**src/inc/anm_cfg.svh**
```systemverilog
`ifndef ANM_CFG_SVH
`define ANM_CFG_SVH

// ----------------------------------------------------------------------------
// Register indices (byte address = 4 * index)
// ----------------------------------------------------------------------------
`define ANM_IDX_W        8
`define ANM_IDX_CTRL     8'h00
`define ANM_IDX_NPTX     8'h07
`define ANM_IDX_NPRX     8'h08
`define ANM_IDX_MSCTL    8'h09
`define ANM_IDX_STAT     8'h0a
`define ANM_IDX_XOVER    8'h10

// ----------------------------------------------------------------------------
// Field positions
// ----------------------------------------------------------------------------
`define ANM_CTL_SWRST    15
`define ANM_CTL_RESTART  9
`define ANM_NP_MORE      15
`define ANM_NP_MSG       13
`define ANM_NP_ACK2      12
`define ANM_NP_TOG       11
`define ANM_NP_CODE_HI   10
`define ANM_NP_CODE_LO   0
`define ANM_MS_TEST_HI   15
`define ANM_MS_TEST_LO   13
`define ANM_MS_MAN_EN    12
`define ANM_MS_MAN_VAL   11
`define ANM_MS_PORT      10
`define ANM_MS_FULL      9
`define ANM_MS_HALF      8
`define ANM_ST_FAULT     15
`define ANM_ST_LINK      2
`define ANM_XO_HI        6
`define ANM_XO_LO        5

// ----------------------------------------------------------------------------
// Reset values and encodings
// ----------------------------------------------------------------------------
`define ANM_NP_CODE_RST  11'h001
`define ANM_NP_MSG_RST   1'b1
`define ANM_MAN_VAL_RST  1'b1
`define ANM_PORT_RST     1'b1
`define ANM_FULL_RST     1'b1
`define ANM_TM_NORMAL    3'h0
`define ANM_TM_WAVEFORM  3'h1
`define ANM_TM_JIT_MSTR  3'h2
`define ANM_TM_JIT_SLV   3'h3
`define ANM_XO_AUTO      2'h3
`define ANM_RESP_OKAY    2'h0
`define ANM_RESP_SLVERR  2'h2

`endif

```
**src/inc/anm_pkg.sv**
```systemverilog
`include "anm_cfg.svh"

package anm_pkg;

    // ------------------------------------------------------------------------
    // Bus slave state
    // ------------------------------------------------------------------------
    typedef struct packed {
        logic                  aw_got;
        logic [`ANM_IDX_W-1:0] aw_idx;
        logic                  aw_ok;
        logic                  w_got;
        logic [15:0]           wdata;
        logic [15:0]           wmask;
        logic                  bvalid;
        logic [1:0]            bresp;
        logic                  rvalid;
        logic [31:0]           rdata;
        logic [1:0]            rresp;
    } anm_axil_t;

    // ------------------------------------------------------------------------
    // Register bank state
    // ------------------------------------------------------------------------
    typedef struct packed {
        logic [2:0]  link_sync;
        logic        link_up;
        logic        np_more;
        logic        np_msg;
        logic        np_ack2;
        logic        np_toggle;
        logic [10:0] np_code;
        logic [15:0] rx_page;
        logic [2:0]  test_mode;
        logic        man_en;
        logic        man_val;
        logic        port_type;
        logic        adv_full;
        logic        adv_half;
        logic        act_man_en;
        logic        act_man_val;
        logic        act_port_type;
        logic        act_full;
        logic        act_half;
        logic [1:0]  xover_pend;
        logic [1:0]  xover_act;
        logic [2:0]  test_out;
        logic        ms_fault;
        logic        restart;
    } anm_bank_t;

endpackage

```
**src/core/anm_regs.sv**
```systemverilog
// Operation
// - Next-page word: bit 15 more pages, bit 13 message page, 11-bit code resets to one.
// - Bit 12 of next-page word: writable will-comply flag, resets to zero.
// - Read-only toggle bit 11 is inverse of last sent toggle, resets zero.
// - Received next-page register is read-only, resets zero, shows partner page fields.
// - Three-bit transmitter test field selects normal, waveform, master or slave jitter.
// - Test mode is entered only once automatic crossover is disabled.
// - Manual master/slave enable resets zero on hardware reset, kept on software reset.
// - Manual value: master one, slave zero; resets one; used only when manual enabled.
// - Port type prefers master or slave; resets one; used only when manual disabled.
// - Full-duplex advertisement resets one on hardware reset, kept on software reset.
// - Half-duplex advertisement resets zero, kept on software reset, applies after restart.
// - Role and advertisement changes take effect only at negotiation restart.
// - Restart happens when software sets restart bit or link goes down.
// - Flag configuration fault when both ends are forced to the same role.
`timescale 1ns/100ps
`include "anm_cfg.svh"

module anm_regs
    import anm_pkg::*;
#(
    parameter int ADDR_W = 12
) (
    input  wire logic              SYS_CLK_IN,
    input  wire logic              RST_N_IN,
    input  wire logic [ADDR_W-1:0] S_AXI_AWADDR_IN,
    input  wire logic              S_AXI_AWVALID_IN,
    output logic                   S_AXI_AWREADY_OUT,
    input  wire logic [31:0]       S_AXI_WDATA_IN,
    input  wire logic [3:0]        S_AXI_WSTRB_IN,
    input  wire logic              S_AXI_WVALID_IN,
    output logic                   S_AXI_WREADY_OUT,
    output logic [1:0]             S_AXI_BRESP_OUT,
    output logic                   S_AXI_BVALID_OUT,
    input  wire logic              S_AXI_BREADY_IN,
    input  wire logic [ADDR_W-1:0] S_AXI_ARADDR_IN,
    input  wire logic              S_AXI_ARVALID_IN,
    output logic                   S_AXI_ARREADY_OUT,
    output logic [31:0]            S_AXI_RDATA_OUT,
    output logic [1:0]             S_AXI_RRESP_OUT,
    output logic                   S_AXI_RVALID_OUT,
    input  wire logic              S_AXI_RREADY_IN,
    input  wire logic              LINK_UP_IN,
    input  wire logic              NP_SENT_IN,
    input  wire logic              RX_PAGE_VALID_IN,
    input  wire logic [15:0]       RX_PAGE_IN,
    input  wire logic              PARTNER_FORCED_IN,
    input  wire logic              PARTNER_MASTER_IN,
    output logic [15:0]            TX_NP_WORD_OUT,
    output logic                   ANEG_RESTART_OUT,
    output logic                   MANUAL_EN_OUT,
    output logic                   MANUAL_MASTER_OUT,
    output logic                   PREFER_MASTER_OUT,
    output logic                   ADV_FULL_OUT,
    output logic                   ADV_HALF_OUT,
    output logic [2:0]             TX_TEST_MODE_OUT,
    output logic [1:0]             XOVER_MODE_OUT,
    output logic                   MS_FAULT_OUT
);

    // ------------------------------------------------------------------------
    // Hardware reset image
    // ------------------------------------------------------------------------
    localparam anm_bank_t BANK_RST = '{
        link_sync:     3'h0,
        link_up:       1'b0,
        np_more:       1'b0,
        np_msg:        `ANM_NP_MSG_RST,
        np_ack2:       1'b0,
        np_toggle:     1'b0,
        np_code:       `ANM_NP_CODE_RST,
        rx_page:       16'h0000,
        test_mode:     `ANM_TM_NORMAL,
        man_en:        1'b0,
        man_val:       `ANM_MAN_VAL_RST,
        port_type:     `ANM_PORT_RST,
        adv_full:      `ANM_FULL_RST,
        adv_half:      1'b0,
        act_man_en:    1'b0,
        act_man_val:   `ANM_MAN_VAL_RST,
        act_port_type: `ANM_PORT_RST,
        act_full:      `ANM_FULL_RST,
        act_half:      1'b0,
        xover_pend:    `ANM_XO_AUTO,
        xover_act:     `ANM_XO_AUTO,
        test_out:      `ANM_TM_NORMAL,
        ms_fault:      1'b0,
        restart:       1'b0
    };

    anm_bank_t s;
    anm_bank_t next_s;

    logic                  wr_en;
    logic [`ANM_IDX_W-1:0] wr_idx;
    logic [15:0]           wr_data;
    logic [15:0]           wr_mask;
    logic                  wr_hit;
    logic                  rd_en;
    logic [`ANM_IDX_W-1:0] rd_idx;
    logic [15:0]           rd_data;
    logic                  rd_hit;

    // ------------------------------------------------------------------------
    // Helpers
    // ------------------------------------------------------------------------
    function automatic logic [15:0] merge(input logic [15:0] old_v,
                                          input logic [15:0] new_v,
                                          input logic [15:0] mask);
        merge = (old_v & ~mask) | (new_v & mask);
    endfunction

    // Reserved bit 14 stays zero
    function automatic logic [15:0] np_word(input anm_bank_t b);
        logic [15:0] w;
        w = 16'h0000;
        w[`ANM_NP_MORE] = b.np_more;
        w[`ANM_NP_MSG] = b.np_msg;
        w[`ANM_NP_ACK2] = b.np_ack2;
        w[`ANM_NP_TOG] = b.np_toggle;
        w[`ANM_NP_CODE_HI:`ANM_NP_CODE_LO] = b.np_code;
        np_word = w;
    endfunction

    function automatic logic [15:0] ms_word(input anm_bank_t b);
        logic [15:0] w;
        w = 16'h0000;
        w[`ANM_MS_TEST_HI:`ANM_MS_TEST_LO] = b.test_mode;
        w[`ANM_MS_MAN_EN] = b.man_en;
        w[`ANM_MS_MAN_VAL] = b.man_val;
        w[`ANM_MS_PORT] = b.port_type;
        w[`ANM_MS_FULL] = b.adv_full;
        w[`ANM_MS_HALF] = b.adv_half;
        ms_word = w;
    endfunction

    function automatic logic idx_known(input logic [`ANM_IDX_W-1:0] i);
        idx_known = (i == `ANM_IDX_CTRL) || (i == `ANM_IDX_NPTX) ||
                    (i == `ANM_IDX_NPRX) || (i == `ANM_IDX_MSCTL) ||
                    (i == `ANM_IDX_STAT) || (i == `ANM_IDX_XOVER);
    endfunction

    // ------------------------------------------------------------------------
    // Bus slave
    // ------------------------------------------------------------------------
    anm_axil_slave #(
        .ADDR_W (ADDR_W)
    ) u_bus (
        .clk_in      (SYS_CLK_IN),
        .rst_n_in    (RST_N_IN),
        .awaddr_in   (S_AXI_AWADDR_IN),
        .awvalid_in  (S_AXI_AWVALID_IN),
        .awready_out (S_AXI_AWREADY_OUT),
        .wdata_in    (S_AXI_WDATA_IN),
        .wstrb_in    (S_AXI_WSTRB_IN),
        .wvalid_in   (S_AXI_WVALID_IN),
        .wready_out  (S_AXI_WREADY_OUT),
        .bresp_out   (S_AXI_BRESP_OUT),
        .bvalid_out  (S_AXI_BVALID_OUT),
        .bready_in   (S_AXI_BREADY_IN),
        .araddr_in   (S_AXI_ARADDR_IN),
        .arvalid_in  (S_AXI_ARVALID_IN),
        .arready_out (S_AXI_ARREADY_OUT),
        .rdata_out   (S_AXI_RDATA_OUT),
        .rresp_out   (S_AXI_RRESP_OUT),
        .rvalid_out  (S_AXI_RVALID_OUT),
        .rready_in   (S_AXI_RREADY_IN),
        .wr_en_out   (wr_en),
        .wr_idx_out  (wr_idx),
        .wr_data_out (wr_data),
        .wr_mask_out (wr_mask),
        .wr_hit_in   (wr_hit),
        .rd_en_out   (rd_en),
        .rd_idx_out  (rd_idx),
        .rd_data_in  (rd_data),
        .rd_hit_in   (rd_hit)
    );

    assign wr_hit = idx_known(wr_idx);
    assign rd_hit = idx_known(rd_idx);

    // ------------------------------------------------------------------------
    // Read decode
    // ------------------------------------------------------------------------
    always_comb begin
        rd_data = 16'h0000;
        unique case (rd_idx)
            `ANM_IDX_NPTX:  rd_data = np_word(s);
            `ANM_IDX_NPRX:  rd_data = s.rx_page;
            `ANM_IDX_MSCTL: rd_data = ms_word(s);
            `ANM_IDX_STAT: begin
                rd_data[`ANM_ST_FAULT] = s.ms_fault;
                rd_data[`ANM_ST_LINK] = s.link_up;
            end
            `ANM_IDX_XOVER: rd_data[`ANM_XO_HI:`ANM_XO_LO] = s.xover_pend;
            // Control bits are self-clearing, so they read zero
            default:        rd_data = 16'h0000;
        endcase
    end

    // ------------------------------------------------------------------------
    // Bank update
    // ------------------------------------------------------------------------
    logic        link_fall;
    logic        sw_restart;
    logic        sw_reset;
    logic [15:0] merged;
    logic        fault_set;

    always_comb begin
        next_s = s;
        sw_restart = 1'b0;
        sw_reset = 1'b0;
        merged = 16'h0000;

        // Link pin: only the second and third stages are compared
        next_s.link_sync = {s.link_sync[1:0], LINK_UP_IN};
        if (s.link_sync[2] == s.link_sync[1]) begin
            next_s.link_up = s.link_sync[1];
        end
        link_fall = s.link_up && !next_s.link_up;

        // Each sent page flips the toggle for the next one
        if (NP_SENT_IN) begin
            next_s.np_toggle = ~s.np_toggle;
        end
        if (RX_PAGE_VALID_IN) begin
            next_s.rx_page = RX_PAGE_IN;
        end

        if (wr_en) begin
            unique case (wr_idx)
                `ANM_IDX_CTRL: begin
                    sw_restart = wr_data[`ANM_CTL_RESTART] && wr_mask[`ANM_CTL_RESTART];
                    sw_reset = wr_data[`ANM_CTL_SWRST] && wr_mask[`ANM_CTL_SWRST];
                end
                `ANM_IDX_NPTX: begin
                    merged = merge(np_word(s), wr_data, wr_mask);
                    next_s.np_more = merged[`ANM_NP_MORE];
                    next_s.np_msg = merged[`ANM_NP_MSG];
                    next_s.np_ack2 = merged[`ANM_NP_ACK2];
                    next_s.np_code = merged[`ANM_NP_CODE_HI:`ANM_NP_CODE_LO];
                end
                `ANM_IDX_MSCTL: begin
                    merged = merge(ms_word(s), wr_data, wr_mask);
                    next_s.test_mode = merged[`ANM_MS_TEST_HI:`ANM_MS_TEST_LO];
                    next_s.man_en = merged[`ANM_MS_MAN_EN];
                    next_s.man_val = merged[`ANM_MS_MAN_VAL];
                    next_s.port_type = merged[`ANM_MS_PORT];
                    next_s.adv_full = merged[`ANM_MS_FULL];
                    next_s.adv_half = merged[`ANM_MS_HALF];
                end
                `ANM_IDX_XOVER: begin
                    merged = merge({9'h000, s.xover_pend, 5'h00}, wr_data, wr_mask);
                    next_s.xover_pend = merged[`ANM_XO_HI:`ANM_XO_LO];
                end
                default: begin
                    merged = 16'h0000;
                end
            endcase
        end

        // Pending role and advertisement settings go live only here
        next_s.restart = sw_restart || link_fall;
        if (sw_restart || link_fall) begin
            next_s.act_man_en = s.man_en;
            next_s.act_man_val = s.man_val;
            next_s.act_port_type = s.port_type;
            next_s.act_full = s.adv_full;
            next_s.act_half = s.adv_half;
        end

        // Software reset: role and advertisement bits are retained
        if (sw_reset) begin
            next_s.np_more = 1'b0;
            next_s.np_msg = `ANM_NP_MSG_RST;
            next_s.np_ack2 = 1'b0;
            next_s.np_toggle = 1'b0;
            next_s.np_code = `ANM_NP_CODE_RST;
            next_s.rx_page = 16'h0000;
            next_s.test_mode = `ANM_TM_NORMAL;
            next_s.xover_act = s.xover_pend;
        end

        // Test pattern held off while automatic crossover is still active
        next_s.test_out = (next_s.xover_act != `ANM_XO_AUTO) ?
                          next_s.test_mode : `ANM_TM_NORMAL;

        // Set beats the clear-on-read in the same cycle
        fault_set = s.act_man_en && PARTNER_FORCED_IN &&
                    (s.act_man_val == PARTNER_MASTER_IN);
        if (rd_en && rd_idx == `ANM_IDX_STAT) begin
            next_s.ms_fault = 1'b0;
        end
        if (fault_set) begin
            next_s.ms_fault = 1'b1;
        end
    end

    always_ff @(posedge SYS_CLK_IN) begin
        if (!RST_N_IN) begin
            s <= BANK_RST;
        end else begin
            s <= next_s;
        end
    end

    // ------------------------------------------------------------------------
    // Outputs
    // ------------------------------------------------------------------------
    assign TX_NP_WORD_OUT    = np_word(s);
    assign ANEG_RESTART_OUT  = s.restart;
    assign MANUAL_EN_OUT     = s.act_man_en;
    // Value used only with manual enable, port type only without
    assign MANUAL_MASTER_OUT = s.act_man_en && s.act_man_val;
    assign PREFER_MASTER_OUT = !s.act_man_en && s.act_port_type;
    assign ADV_FULL_OUT      = s.act_full;
    assign ADV_HALF_OUT      = s.act_half;
    assign TX_TEST_MODE_OUT  = s.test_out;
    assign XOVER_MODE_OUT    = s.xover_act;
    assign MS_FAULT_OUT      = s.ms_fault;

endmodule

```
**src/core/anm_axil_slave.sv**
```systemverilog
`timescale 1ns/100ps
`include "anm_cfg.svh"

module anm_axil_slave
    import anm_pkg::*;
#(
    parameter int ADDR_W = 12
) (
    input  wire logic                  clk_in,
    input  wire logic                  rst_n_in,
    input  wire logic [ADDR_W-1:0]     awaddr_in,
    input  wire logic                  awvalid_in,
    output logic                       awready_out,
    input  wire logic [31:0]           wdata_in,
    input  wire logic [3:0]            wstrb_in,
    input  wire logic                  wvalid_in,
    output logic                       wready_out,
    output logic [1:0]                 bresp_out,
    output logic                       bvalid_out,
    input  wire logic                  bready_in,
    input  wire logic [ADDR_W-1:0]     araddr_in,
    input  wire logic                  arvalid_in,
    output logic                       arready_out,
    output logic [31:0]                rdata_out,
    output logic [1:0]                 rresp_out,
    output logic                       rvalid_out,
    input  wire logic                  rready_in,
    output logic                       wr_en_out,
    output logic [`ANM_IDX_W-1:0]      wr_idx_out,
    output logic [15:0]                wr_data_out,
    output logic [15:0]                wr_mask_out,
    input  wire logic                  wr_hit_in,
    output logic                       rd_en_out,
    output logic [`ANM_IDX_W-1:0]      rd_idx_out,
    input  wire logic [15:0]           rd_data_in,
    input  wire logic                  rd_hit_in
);

    anm_axil_t s;
    anm_axil_t next_s;
    logic      rd_upper_ok;

    // Bits above the index window must be zero, else the access is unmapped
    function automatic logic upper_zero(input logic [ADDR_W-1:0] a);
        upper_zero = (a >> (`ANM_IDX_W + 2)) == '0;
    endfunction

    assign awready_out = !s.aw_got && !s.bvalid;
    assign wready_out  = !s.w_got && !s.bvalid;
    assign arready_out = !s.rvalid;
    assign bvalid_out  = s.bvalid;
    assign bresp_out   = s.bresp;
    assign rvalid_out  = s.rvalid;
    assign rdata_out   = s.rdata;
    assign rresp_out   = s.rresp;
    assign wr_idx_out  = s.aw_idx;
    assign wr_data_out = s.wdata;
    assign wr_mask_out = s.wmask;
    assign wr_en_out   = s.aw_got && s.w_got && !s.bvalid && s.aw_ok;
    assign rd_idx_out  = araddr_in[`ANM_IDX_W+1:2];
    assign rd_upper_ok = upper_zero(araddr_in);
    assign rd_en_out   = arvalid_in && arready_out && rd_upper_ok;

    always_comb begin
        next_s = s;
        if (awvalid_in && awready_out) begin
            next_s.aw_got = 1'b1;
            next_s.aw_idx = awaddr_in[`ANM_IDX_W+1:2];
            next_s.aw_ok  = upper_zero(awaddr_in);
        end
        if (wvalid_in && wready_out) begin
            next_s.w_got = 1'b1;
            next_s.wdata = wdata_in[15:0];
            next_s.wmask = {{8{wstrb_in[1]}}, {8{wstrb_in[0]}}};
        end
        // Response only once both halves of the write are in
        if (s.aw_got && s.w_got && !s.bvalid) begin
            next_s.aw_got = 1'b0;
            next_s.w_got  = 1'b0;
            next_s.bvalid = 1'b1;
            next_s.bresp  = (s.aw_ok && wr_hit_in) ? `ANM_RESP_OKAY : `ANM_RESP_SLVERR;
        end
        if (s.bvalid && bready_in) begin
            next_s.bvalid = 1'b0;
        end
        if (s.rvalid && rready_in) begin
            next_s.rvalid = 1'b0;
        end
        if (arvalid_in && arready_out) begin
            next_s.rvalid = 1'b1;
            next_s.rdata  = {16'h0000, (rd_upper_ok && rd_hit_in) ? rd_data_in : 16'h0000};
            next_s.rresp  = (rd_upper_ok && rd_hit_in) ? `ANM_RESP_OKAY : `ANM_RESP_SLVERR;
        end
    end

    always_ff @(posedge clk_in) begin
        if (!rst_n_in) begin
            s <= '0;
        end else begin
            s <= next_s;
        end
    end

endmodule

```
**config.mk**
```make
export PLATFORM = sky130hd
export DESIGN_NAME = anm_regs
export DESIGN_NICKNAME = d
export VERILOG_FILES = /design/src/inc/anm_pkg.sv /design/src/core/anm_regs.sv /design/src/core/anm_axil_slave.sv
export VERILOG_INCLUDE_DIRS = /design/src /design/src/inc
export SDC_FILE = /design/constraint.sdc
export NUM_CORES = 1
export LEC_CHECK = 0
export ABC_CLOCK_PERIOD_IN_PS = 4600
export BUFFER_PORTS_ARGS = -buffer_cell sky130_fd_sc_hd__buf_4
export CAP_MARGIN = 30
export CELL_PAD_IN_SITES_DETAIL_PLACEMENT = 0
export CELL_PAD_IN_SITES_GLOBAL_PLACEMENT = 1
export CORE_ASPECT_RATIO = 2
export CORE_MARGIN = 2
export CORE_UTILIZATION = 40
export CTS_CLUSTER_SIZE = 16
export DETAILED_ROUTE_END_ITERATION = 10
export PLACE_DENSITY = 0.84
export SLEW_MARGIN = 20
export SYNTH_ARGS = -nofsm -noshare
export SYNTH_HDL_FRONTEND = slang
export SYNTH_SLANG_ARGS = --single-unit
```
**constraint.sdc**
```tcl
create_clock -name SYS_CLK_IN -period 4.6 [get_ports SYS_CLK_IN]
set_clock_uncertainty 0.15 [all_clocks]
set_input_delay 0.69 -clock SYS_CLK_IN [delete_from_list [all_inputs] [get_ports SYS_CLK_IN]]
set_output_delay 0.69 -clock SYS_CLK_IN [all_outputs]
set_load 0.1 [all_outputs]
```
==> flow_summary_export.csv <==
group,metric,value,unit
outcome,status,"finished clean",
worst_setup_path,crit_required,4.72,ns
cts,cts_buffer_depth,2,
worst_setup_path,crit_path_max_fanout,9,
power,powerDensity,359,mW/mm^2
timing,slew_headroom,42.0,%
synth,ys_seq_elements,106,
floorplanning,start_util,40.5,%
global_route,grt_max_degree,44,
cts,htreeDepth,3,
cts,ctsResizeCount,0,
worst_setup_path,end_kind,"flip-flop",
timing,hold_violations,0,
cts,clk_pin_slew,0.08,ns
worst_setup_path,worstReg2RegStart,"u_bus.wr_idx_out[5]",
global_route,grt_pass1_vias,3569,
worst_setup_path,slowest_stage,"nor4_1",
min_path,min_to,"next_s[56]",
global_route,grt-ovfl-total,0,
synth,yosys.area.top_type,"dfxtp_1",
route,drc,0,
cts,insertion_delay,0.34,ns
global_route,antenna_found_initial,0,
layout,syn_to_final_growth,18.8,%
power,total_power,2.01,mW
worst_setup_path,path_class,"input port to flip-flop",
cts,root_buffer,"clkbuf_16",
synth,synthesis.area,0.00471,sq mm
worst_setup_path,critPathLaunchType,"input port",
worst_setup_path,critPathMaxStageDelay,0.75,ns
worst_setup_path,cp.arrival,2.81,ns
layout,drive_gt1_share,25.4,%
placement,hpwlAfterDp,8830,um
route,avgViaCountPerCell,5.07,
timing,fin_crit,2.69,ns
min_path,hold-path-cell-count,1,
timing,setup_ws,1.91,ns
floorplanning,die-area,0.0127,sq mm
floorplanning,row_count,56,
layout,num_antenna_cells,0,
layout,final_common_cell,"buf_4",
route,antenna_left,0,
global_route,grt_pass1_wl,17500,um
placement,port_buffers,115,
timing,period_share,58.5,%
cts,tritoncts,"yes",
route,routedWlPerCell,15.3,um
synth,synthTopCellsByArea,"dfxtp_1, mux2i_1, buf_4",
timing,whs,0.298,ns
timing,drv_slew,0,
worst_setup_path,reg2reg_slack,2.31,ns
floorplanning,die_y,157,um
synth,yosysWarnings,0,
synth,seq_area_frac_synth,45.0,%
worst_setup_path,r2r_cells,4,
floorplanning,fp.coreArea,0.0116,sq mm
synth,synth_top_cell_area_share,45.0,%
layout,nets,678,
timing,finalSetupViolations,0,
placement,pre_cts_slack,1.57,ns
timing,max_freq,372,MHz
power,vdd_drop_max,212,uV
cts,cts_buffers,9,
timing,timing.setup.tns,0,ns
route,dr.pass1.iters,5,
floorplanning,die_width,80.7,um
worst_setup_path,crit_chain,"buf_4 > nor4_1 > nor4b_1 > o211ai_1 > o21ai_0",
min_path,min_from,"next_s[55]",
synth,synthCells,529,
synth,ys.flop_type,"dfxtp_1",
route,vias,3750,
layout,layout_common_cells,"buf_4, dfxtp_1, nand2_1",
timing,tightest_slew,0.861,ns
synth,avgSynthCellArea,8.91,sq um
cts,ctsHoldBuffers,0,
cts,clkSinkCount,106,
cts,post-cts-setup-buffers,0,
route,wl,11300,um
floorplanning,ioPinCount,157,
timing,grt_setup_unrepaired,"no",
layout,final_util,48.1,%
synth,async_flop_share,0,%
synth,synth_cell_type_count,48,
min_path,hold_class,"flip-flop to flip-flop",
power,leakagePower,2.39,nW
route,drt-initial-drc-count,154,
global_route,grtUsageTotal,18.1,%
synth,synth_edf_count,0,
flow_run,drv_cap,0,
placement,gp_congestion,0.835,
final cells by class:
cell class,count,area [sq um]
clock buffer,9,225
clock inverter,7,67.6
fill,1166,6030
inverter,4,15.0
multi-input combinational,350,2090
sequential,106,2120
tap,145,181
timing repair buffer,119,893
per-layer routing:
metal | wire length (um) | GRT usage, % | vias to the layer above | share of wire [%]
met1 | 3950 | 17.5 | 1749 | 35
met2 | 6420 | 34.5 | 119 | 57
met3 | 626 | 3.96 | 25 | 5.5
met5 | 0 | 0 | - | 0
li1 | - | - | 1857 | -
met4 | 342 | 9.12 | 0 | 3.0
synthesized netlist by cell type, types with 5 or more instances:
cell / number
a21oi_1: 37
mux2i_1: 48
a222oi_1: 6
nand3_1: 9
dfxtp_1: 106
clkbuf_1: 24
o21ai_0: 15
buf_4: 57
nor2_2: 6
and2_1: 12
nor2_1: 47
nand2_1: 86
nand2b_1: 6
nor4_1: 5
a22oi_1: 6
worst max-delay path, delay by kind of cell:
| kind | cells | cell delay (ns) |
|---|---|---|
| compound gates | 2 | 0.59 |
| buf+inv | 1 | 0.15 |
| simple gates | 2 | 1.39 |
cell families (layout without fill, tap and decap cells):
logic type,Yosys count,count (layout),share of synthesized area (%)
DFF,106,106,45.0
and+or+nand+nor,198,198,20.7
buffers and inverters,91,139,12.1
xor gates and xnor gates,3,3,0.558
muxes,51,51,10.9
AOI/OAI and AO/OA,79,79,10.6
other,1,19,0.0796
how the worst max path moves through the flow:
stage / from / to / slack [ns] / cells past startpoint
finish: S_AXI_ARADDR_IN[6] / u_bus.rdata_out[13] / 1.91 / 5
floorplan: u_bus.bvalid_out / u_bus.wr_data_out[10] / 1.24 / 6
global route: S_AXI_ARADDR_IN[6] / u_bus.rdata_out[10] / 1.72 / 5
detailed placement: S_AXI_ARADDR_IN[6] / u_bus.rdata_out[8] / 1.57 / 5
CTS: S_AXI_ARADDR_IN[6] / u_bus.rdata_out[8] / 1.93 / 5
global placement: S_AXI_ARADDR_IN[6] / u_bus.rdata_out[9] / 1.65 / 5
where the power goes:
group / total, mW / internal, mW / switching [mW]
sequential: 0.972 / 0.948 / 0.0235
clock: 0.750 / 0.382 / 0.368
combinational: 0.288 / 0.0833 / 0.205
total: 2.01 / 1.41 / 0.596
through the flow:
| step | cells | instance area, sq um |
|---|---|---|
| after floorplan | 547 | 4780 |
| after global placement | 723 | 5300 |
| after detailed placement | 724 | 5300 |
| after CTS | 740 | 5600 |
| after global routing | 740 | 5600 |
| final | 740 | 5600 |
No activity file was read; power rests on OpenSTA's default activity.
